[src/core/adsc_map.vh]
// Register map, field positions, reset values and timing counts of the converter control
// Notes on behaviour
// Channel codes with the upper two bits at 00 select no input; codes 0100 to 1111 select inputs 0 to 11.
// With the trigger enable bit set an edge of the trigger pin starts a conversion when none runs; with the bit clear it is ignored.
// The clock select bit picks a 62-cycle period when 0 and a 31-cycle period when 1.
// The status flag reads 1 while a conversion runs and 0 once it has completed.
// Writing 1 to the flag starts a conversion, writing 0 stops one, and the flag resets to 0.
// The 10-bit result is read-only and left aligned over the high and the low result registers.
// At the end of each period the result registers load the new sample and the flag clears together; a start in that cycle keeps the flag set.
`ifndef ADSC_MAP_VH
`define ADSC_MAP_VH

// ==========================================================================
// Register offsets
`define ADSC_ADDR_RES_HIGH   8'hC4
`define ADSC_ADDR_RES_LOW    8'hC5
`define ADSC_ADDR_MODE       8'hC6
`define ADSC_ADDR_START      8'hC7
`define ADSC_ADDR_IRQ_STAT   8'hC0
`define ADSC_ADDR_IRQ_CLR    8'hC1
`define ADSC_ADDR_IRQ_EN     8'hC2

// ==========================================================================
// Field positions
`define ADSC_MODE_CKS_BIT    7
`define ADSC_MODE_EXT_TRIGGER_ENABLE_BIT   6
`define ADSC_MODE_CH_MSB     3
`define ADSC_START_FLAG_BIT  7
`define ADSC_IRQ_DONE_BIT    0
`define ADSC_IRQ_MISS_BIT    1
`define ADSC_IRQ_STOP_BIT    2
`define ADSC_IRQ_WIDTH       3

// ==========================================================================
// Reset values and fixed read bits
`define ADSC_MODE_RESET      8'h30
`define ADSC_MODE_FIXED      2'h3
`define ADSC_START_FIXED     7'h7F
`define ADSC_RESULT_RESET    10'h000
`define ADSC_IRQ_RESET       3'h0

// ==========================================================================
// Conversion periods in system clock cycles, counter width and first channel code
`define ADSC_PERIOD_SLOW     6'h3E
`define ADSC_PERIOD_FAST     6'h1F
`define ADSC_CNT_WIDTH       6
`define ADSC_CH_FIRST_CODE   4

`endif

[src/core/adsc_conv_timer.v]
// Conversion period counter of the converter control
`include "adsc_map.vh"

module adsc_conv_timer
(
  input  wire clk,
  input  wire reset,
  input  wire start,
  input  wire stop,
  input  wire fast,
  output wire busy,
  output wire last
);

  reg  [`ADSC_CNT_WIDTH-1:0] cnt_ff;
  reg  [`ADSC_CNT_WIDTH-1:0] nxt_cnt;

  // ==========================================================================
  // Countdown
  // Start wins over stop so a restart in the stop cycle is never lost
  always @*
  begin
    nxt_cnt = cnt_ff;
    if (start)
    begin
      nxt_cnt = fast ? `ADSC_PERIOD_FAST : `ADSC_PERIOD_SLOW;
    end
    else if (stop)
    begin
      nxt_cnt = {`ADSC_CNT_WIDTH{1'b0}};
    end
    else if (cnt_ff != {`ADSC_CNT_WIDTH{1'b0}})
    begin
      nxt_cnt = cnt_ff - 1'b1;
    end
  end

  always @(posedge clk or posedge reset)
  begin
    if (reset)
    begin
      cnt_ff <= {`ADSC_CNT_WIDTH{1'b0}};
    end
    else
    begin
      cnt_ff <= nxt_cnt;
    end
  end

  assign busy = (cnt_ff != {`ADSC_CNT_WIDTH{1'b0}});
  assign last = (cnt_ff == {{(`ADSC_CNT_WIDTH-1){1'b0}}, 1'b1});

endmodule

[src/core/adsc_top.v]
// Top of the converter control: register slave, trigger input, channel decode, result capture
`include "adsc_map.vh"

module adsc_top
(
  input  wire        clk,
  input  wire        reset,
  input  wire [7:0]  reg_addr,
  input  wire [7:0]  reg_wdata,
  input  wire        reg_wr,
  input  wire        reg_rd,
  output wire [7:0]  reg_rdata,
  input  wire        ext_trigger_pin,
  input  wire [9:0]  adc_sample,
  output wire [11:0] analog_select,
  output wire        conversion_active_flag,
  output wire        irq
);

  // ==========================================================================
  // Declarations
  reg                      conv_clock_select_ff;
  reg                      ext_trigger_enable_ff;
  reg  [3:0]               channel_ff;
  reg                      active_ff;
  reg                      nxt_active;
  reg  [9:0]               result_ff;
  reg  [`ADSC_IRQ_WIDTH-1:0] irq_stat_ff;
  reg  [`ADSC_IRQ_WIDTH-1:0] nxt_irq_stat;
  reg  [`ADSC_IRQ_WIDTH-1:0] irq_en_ff;
  reg                      irq_ff;
  reg  [7:0]               rdata_ff;
  reg  [7:0]               nxt_rdata;
  reg  [11:0]              select_ff;
  reg                      trig_meta_ff;
  reg                      trig_sync_ff;
  reg                      trig_prev_ff;

  wire                     wr_mode;
  wire                     wr_start;
  wire                     wr_irq_clr;
  wire                     wr_irq_en;
  wire                     sw_start;
  wire                     sw_stop;
  wire                     trig_edge;
  wire                     trig_start;
  wire                     trig_miss;
  wire                     start_req;
  wire                     timer_busy;
  wire                     timer_last;
  wire                     conv_end;
  wire [11:0]              nxt_select;
  wire [`ADSC_IRQ_WIDTH-1:0] nxt_irq_en;

  // ==========================================================================
  // Mode register reset fields
  localparam [7:0]         MODE_RESET = `ADSC_MODE_RESET;

  // ==========================================================================
  // Write decode
  // Writes to read-only or unmapped offsets match no decode and are dropped
  assign wr_mode    = reg_wr && (reg_addr == `ADSC_ADDR_MODE);
  assign wr_start   = reg_wr && (reg_addr == `ADSC_ADDR_START);
  assign wr_irq_clr = reg_wr && (reg_addr == `ADSC_ADDR_IRQ_CLR);
  assign wr_irq_en  = reg_wr && (reg_addr == `ADSC_ADDR_IRQ_EN);

  assign sw_start = wr_start && reg_wdata[`ADSC_START_FLAG_BIT];
  assign sw_stop  = wr_start && !reg_wdata[`ADSC_START_FLAG_BIT];

  // ==========================================================================
  // Mode register
  always @(posedge clk or posedge reset)
  begin
    if (reset)
    begin
      conv_clock_select_ff  <= MODE_RESET[`ADSC_MODE_CKS_BIT];
      ext_trigger_enable_ff <= MODE_RESET[`ADSC_MODE_EXT_TRIGGER_ENABLE_BIT];
      channel_ff            <= MODE_RESET[`ADSC_MODE_CH_MSB:0];
    end
    else if (wr_mode)
    begin
      conv_clock_select_ff  <= reg_wdata[`ADSC_MODE_CKS_BIT];
      ext_trigger_enable_ff <= reg_wdata[`ADSC_MODE_EXT_TRIGGER_ENABLE_BIT];
      channel_ff            <= reg_wdata[`ADSC_MODE_CH_MSB:0];
    end
  end

  // ==========================================================================
  // Trigger pin
  // Two flops before any logic; the edge detector looks only at the second
  // Reset level matches the idle low pin so no false edge follows reset
  always @(posedge clk or posedge reset)
  begin
    if (reset)
    begin
      trig_meta_ff <= 1'b0;
      trig_sync_ff <= 1'b0;
      trig_prev_ff <= 1'b0;
    end
    else
    begin
      trig_meta_ff <= ext_trigger_pin;
      trig_sync_ff <= trig_meta_ff;
      trig_prev_ff <= trig_sync_ff;
    end
  end

  // Either edge counts; the pin is ignored while the enable is clear
  assign trig_edge  = trig_sync_ff ^ trig_prev_ff;
  assign trig_start = trig_edge && ext_trigger_enable_ff && !active_ff;
  assign trig_miss  = trig_edge && ext_trigger_enable_ff && active_ff;

  // A software write of 1 while running restarts the period
  assign start_req = sw_start || trig_start;

  // ==========================================================================
  // Conversion timer
  // The period is fixed at the start edge; a clock select write while busy
  // only affects the next conversion
  adsc_conv_timer u_timer
  (
    .clk   (clk),
    .reset (reset),
    .start (start_req),
    .stop  (sw_stop),
    .fast  (conv_clock_select_ff),
    .busy  (timer_busy),
    .last  (timer_last)
  );

  assign conv_end = timer_busy && timer_last;

  // ==========================================================================
  // Status flag
  // A start in the same cycle as a stop or an end wins
  always @*
  begin
    nxt_active = active_ff;
    if (start_req)
    begin
      nxt_active = 1'b1;
    end
    else if (sw_stop || conv_end)
    begin
      nxt_active = 1'b0;
    end
  end

  always @(posedge clk or posedge reset)
  begin
    if (reset)
    begin
      active_ff <= 1'b0;
    end
    else
    begin
      active_ff <= nxt_active;
    end
  end

  // ==========================================================================
  // Result capture
  // Reset value is only for determinism; software must not rely on it
  // Only the ten result bits are stored; the reserved low bits read as zero
  always @(posedge clk or posedge reset)
  begin
    if (reset)
    begin
      result_ff <= `ADSC_RESULT_RESET;
    end
    else if (conv_end)
    begin
      result_ff <= adc_sample;
    end
  end

  // ==========================================================================
  // Channel decode
  // One-hot so the front end switches exactly one input or none
  // Codes below the first input code leave every switch open
  genvar gi;
  generate
    for (gi = 0; gi < 12; gi = gi + 1)
    begin : g_sel
      localparam [31:0] CODE_WIDE = gi + `ADSC_CH_FIRST_CODE;
      localparam [3:0]  CODE      = CODE_WIDE[3:0];
      assign nxt_select[gi] = (channel_ff == CODE);
    end
  endgenerate

  always @(posedge clk or posedge reset)
  begin
    if (reset)
    begin
      select_ff <= 12'h000;
    end
    else
    begin
      select_ff <= nxt_select;
    end
  end

  // ==========================================================================
  // Interrupt status, enable and clear
  // Hardware set wins over a clear in the same cycle
  // The output follows next status and next enable so it never lags either
  assign nxt_irq_en = wr_irq_en ? reg_wdata[`ADSC_IRQ_WIDTH-1:0] : irq_en_ff;

  always @*
  begin
    nxt_irq_stat = irq_stat_ff;
    if (wr_irq_clr)
    begin
      nxt_irq_stat = irq_stat_ff & ~reg_wdata[`ADSC_IRQ_WIDTH-1:0];
    end
    if (conv_end)
    begin
      nxt_irq_stat[`ADSC_IRQ_DONE_BIT] = 1'b1;
    end
    if (trig_miss)
    begin
      nxt_irq_stat[`ADSC_IRQ_MISS_BIT] = 1'b1;
    end
    if (sw_stop && active_ff && !start_req)
    begin
      nxt_irq_stat[`ADSC_IRQ_STOP_BIT] = 1'b1;
    end
  end

  always @(posedge clk or posedge reset)
  begin
    if (reset)
    begin
      irq_stat_ff <= `ADSC_IRQ_RESET;
      irq_en_ff   <= `ADSC_IRQ_RESET;
      irq_ff      <= 1'b0;
    end
    else
    begin
      irq_stat_ff <= nxt_irq_stat;
      if (wr_irq_en)
      begin
        irq_en_ff <= reg_wdata[`ADSC_IRQ_WIDTH-1:0];
      end
      irq_ff <= |(nxt_irq_stat & nxt_irq_en);
    end
  end

  // ==========================================================================
  // Read path
  // Data stand only in the cycle after the strobe; unmapped reads give zero
  // Registered so the bus output comes straight from a flop
  always @*
  begin
    nxt_rdata = 8'h00;
    if (reg_rd)
    begin
      if (reg_addr == `ADSC_ADDR_RES_HIGH)
      begin
        nxt_rdata = result_ff[9:2];
      end
      else if (reg_addr == `ADSC_ADDR_RES_LOW)
      begin
        nxt_rdata = {result_ff[1:0], 6'h00};
      end
      else if (reg_addr == `ADSC_ADDR_MODE)
      begin
        nxt_rdata = {conv_clock_select_ff, ext_trigger_enable_ff,
                     `ADSC_MODE_FIXED, channel_ff};
      end
      else if (reg_addr == `ADSC_ADDR_START)
      begin
        nxt_rdata = {active_ff, `ADSC_START_FIXED};
      end
      else if (reg_addr == `ADSC_ADDR_IRQ_STAT)
      begin
        nxt_rdata = {5'h00, irq_stat_ff};
      end
      else if (reg_addr == `ADSC_ADDR_IRQ_EN)
      begin
        nxt_rdata = {5'h00, irq_en_ff};
      end
    end
  end

  always @(posedge clk or posedge reset)
  begin
    if (reset)
    begin
      rdata_ff <= 8'h00;
    end
    else
    begin
      rdata_ff <= nxt_rdata;
    end
  end

  // ==========================================================================
  // Outputs
  assign reg_rdata              = rdata_ff;
  assign analog_select          = select_ff;
  assign conversion_active_flag = active_ff;
  assign irq                    = irq_ff;

endmodule

[config.mk]
export PLATFORM = sky130hd
export DESIGN_NAME = adsc_top
export DESIGN_NICKNAME = d
export VERILOG_FILES = /design/src/core/adsc_conv_timer.v /design/src/core/adsc_top.v
export VERILOG_INCLUDE_DIRS = /design/src /design/src/core
export SDC_FILE = /design/constraint.sdc
export NUM_CORES = 1
export LEC_CHECK = 0
export CAP_MARGIN = 10
export CORE_UTILIZATION = 42
export CTS_BUF_LIST = sky130_fd_sc_hd__clkbuf_4
export CTS_CLUSTER_SIZE = 12
export DETAILED_ROUTE_END_ITERATION = 16
export DONT_BUFFER_PORTS = 1
export PLACE_DENSITY = 0.56
export SLEW_MARGIN = 10
export SYNTH_ARGS = -nofsm -noshare
export SYNTH_HDL_FRONTEND = slang
export SYNTH_SLANG_ARGS = --single-unit
[constraint.sdc]
create_clock -name clk -period 4.5 [get_ports clk]
set_input_delay 0.225 -clock clk [delete_from_list [all_inputs] [get_ports clk]]
set_output_delay 0.225 -clock clk [all_outputs]
set_load 0.02 [all_outputs]
==> reports/results.ini <==
[cells_and_area]
drive_gt1_share_pct=7.04
stdcell_count=283
n_antenna_cell=0
final_cell_mix=dfrtp_1, dlygate4sd3_1, mux2_1, nor2_1, nand2_1
fin_util_pct=50.5
fin_area_mm2=0.00260
final_common_cell=dfrtp_1
fin_nets=246
area_growth_pct=14.8
final.fill_count=494

[clock_tree]
numCtsBuffers=5
clockRootBuffer=clkbuf_4
clock_latency_ps=360
clk_pin_slew_ps=150
cts.sinks=53
cts_buffer_depth=2
tritoncts=done
cts_htree_levels=2
postCtsSetupRepairBufs=0

[synth]
synth_top_family_by_area=simple AND/OR/NAND/NOR gates
syn_nets=225
synth_fa_ha_area_share_pct=1.66
postSynthAreaPerCell_um2=11.8
synthesis.area_mm2=0.00226
ys_seq_area_share_pct=58.7
synthXorXnorAreaFrac_pct=1.94
synth-simple-area-share_pct=14.6
muxShareOfSynthArea_pct=12.7
ys_seq_elements=53
synth_compound_area_share_pct=8.14
synth_cell_types=35
synth_warnings=0
synth_cells=191

[global_route]
grt_pass1_wl_mm=7.28
grt_pass1_vias=1533
track_usage_pct=17.5
antenna_found_initial=0
grt_max_degree=54
gr-total-overflow=0

[run_status]
status=finished, violations left
violations=hold timing

[drt]
dr.pass1.iters=4
drc=0
viasPerCell=5.43
ant_nets=0
post_drt_wl_per_cell_um=15.7
first_iter_violations=43
vias=1536
wirelength_mm=4.43

[timing]
finalCriticalPeriod_ps=2040
setup-violations-final=0
rsz0062_at_grt=false
clock.fmax_mhz=489
report.final.hold_viol_count=12
slew_headroom_pct=27.6
setup-tns-final_ps=0
slew_violations=0
hold_ws_ps=-4.11
finClkSkew_ps=15.3
tightest_slew_ps=1080
finalCritPeriodShare_pct=45.4

[floorplanning]
die_w_um=75.4
rows=26
die_h_um=75.4
initial_core_util_pct=44.0
ios=53
core_area_mm2=0.00514
die_area_mm2=0.00568

[hold_path]
hold_path.class=in2async

[critical_path]
startpoint_type=flop
reg2regPathDepth=5
arrival_ps=2300
crit_type=reg2reg
critPathCaptureType=flop
crit_fanout=12
required_ps=4750

[pwr]
p_seq_share_pct=56.8
cellPowerDensity_mw_per_mm2=431
clockPowerShare_pct=23.2
cellLeakagePower_uw=0.00114
ir_worst_vdd_mv=0.212
comb_power_share_pct=20.0
switchingPower_uw=316
switching_share_pct=28.2
intPower_uw=804

[placement]
portBuffers=0
dp_cells=255
place_hpwl_mm=3.04
routabilityCongestion=0.804
dpl_cell_area_mm2=0.00232

[flow_run]
maxCapViolations=0

[state kept, by name, summed over array words and instances (netlist names)]
| register | cells |
|---|---|
| conv_clock_select_ff | 1 |
| analog_select | 12 |
| reg_rdata | 8 |
| irq_en_ff | 3 |
| trig_meta_ff | 1 |
| ext_trigger_enable_ff | 1 |
| trig_prev_ff | 1 |
| trig_sync_ff | 1 |
| irq_stat_ff | 3 |
| irq | 1 |
| u_timer.cnt_ff | 6 |
| result_ff | 10 |
| channel_ff | 4 |
| conversion_active_flag | 1 |
[final cells by class]
| class | instances | area (µm²) | area share [%] |
|---|---|---|---|
| Tap cell | 70 | 87.6 | 3.37 |
| Clock inverter | 2 | 33.8 | 1.30 |
| Inverter | 6 | 22.5 | 0.867 |
| Timing Repair Buffer | 20 | 200 | 7.71 |
| Clock buffer | 6 | 45.0 | 1.73 |
| Sequential cell | 53 | 1330 | 51.1 |
| Multi-Input combinational cell | 126 | 881 | 33.9 |
[critical path, cell delays in order (launching register included)]
cell	delay, ps
dfrtp_1	440
inv_1	100
ha_1	220
nor2_1	180
nand3_1	490
mux2_1	500
[timing repair]
item                                   CTS  global route
endpoints found under the hold margin   20             3
setup endpoints to repair                0             0
gates resized for setup                  0             0
hold buffers                            17             3
[final timing paths]
path,endpoint,slack (ps),startpoint
worst max-delay path,result_ff[1],2460,u_timer.cnt_ff[0]
worst min-delay path,analog_select[3],-4,reset
worst max register to register,result_ff[1],2460,u_timer.cnt_ff[0]
worst min register to register,trig_sync_ff,370,trig_meta_ff
max in group asynchronous,channel_ff[2],3840,reset
min in group clk,irq_en_ff[2],20,reg_wdata[2]
[metrics by stage]
step / hold slack (ps) / power, µW / setup WS [ps]
floorplan: 256 / 806 / 2680
global placement: 256 / 836 / 2580
global route: 7.46 / 1190 / 2330
detailed placement: 256 / 855 / 2450
finish: -4.11 / 1120 / 2460
CTS: 0.837 / 1130 / 2420
[cells by family after synthesis]
logic type / after synthesis
fa+ha+maj: 3
flops: 53
simple gates: 64
mux: 25
xor+xnor: 5
buf+inv: 12
compound gates: 29
[power groups by stage]
stage,registers [µW],logic [µW],clock network (µW)
5_1_grt,650,252,291
3_5_place_dp,646,209,0
3_3_place_gp,640,196,0
2_1_floorplan,627,180,0
4_1_cts,636,222,267
6_report,636,224,260
[synthesized netlist by cell type (all sizes together)]
| master | n | area share [%] |
|---|---|---|
| nand4b | 3 | 1.2 |
| inv | 6 | 1.0 |
| and3 | 1 | 0.28 |
| xnor2 | 3 | 1.2 |
| o21ai | 10 | 2.2 |
| a211oi | 1 | 0.33 |
| a221o | 1 | 0.44 |
| o21a | 3 | 1.0 |
| a22oi | 1 | 0.55 |
| mux4 | 1 | 1.0 |
| a2bb2oi | 1 | 0.39 |
| nand2 | 14 | 2.3 |
| or2 | 2 | 0.55 |
| nand3 | 6 | 1.3 |
| or4 | 1 | 0.50 |
| a21oi | 6 | 1.3 |
| o22ai | 2 | 0.55 |
| or3 | 3 | 1.1 |
| buf | 4 | 1.1 |
| mux2 | 19 | 9.5 |
| dfrtp | 53 | 59 |
| nor2 | 14 | 2.3 |
| nand3b | 3 | 1.0 |
| nand2b | 5 | 1.4 |
| nor3 | 12 | 2.7 |
| mux2i | 5 | 2.2 |
| xor2 | 2 | 0.77 |
| ha | 3 | 1.7 |
| clkbuf | 2 | 0.33 |
| o31ai | 4 | 1.3 |
[routing by layer]
metal	vias to the layer above	part of all wire, %	global-route usage, %
li1	720	-	-
met4	0	2.2	6.58
met3	8	5.4	4.76
met5	-	0	0
met2	44	50	29.6
met1	764	42	21.6
Power figures use the tool's default switching activity.
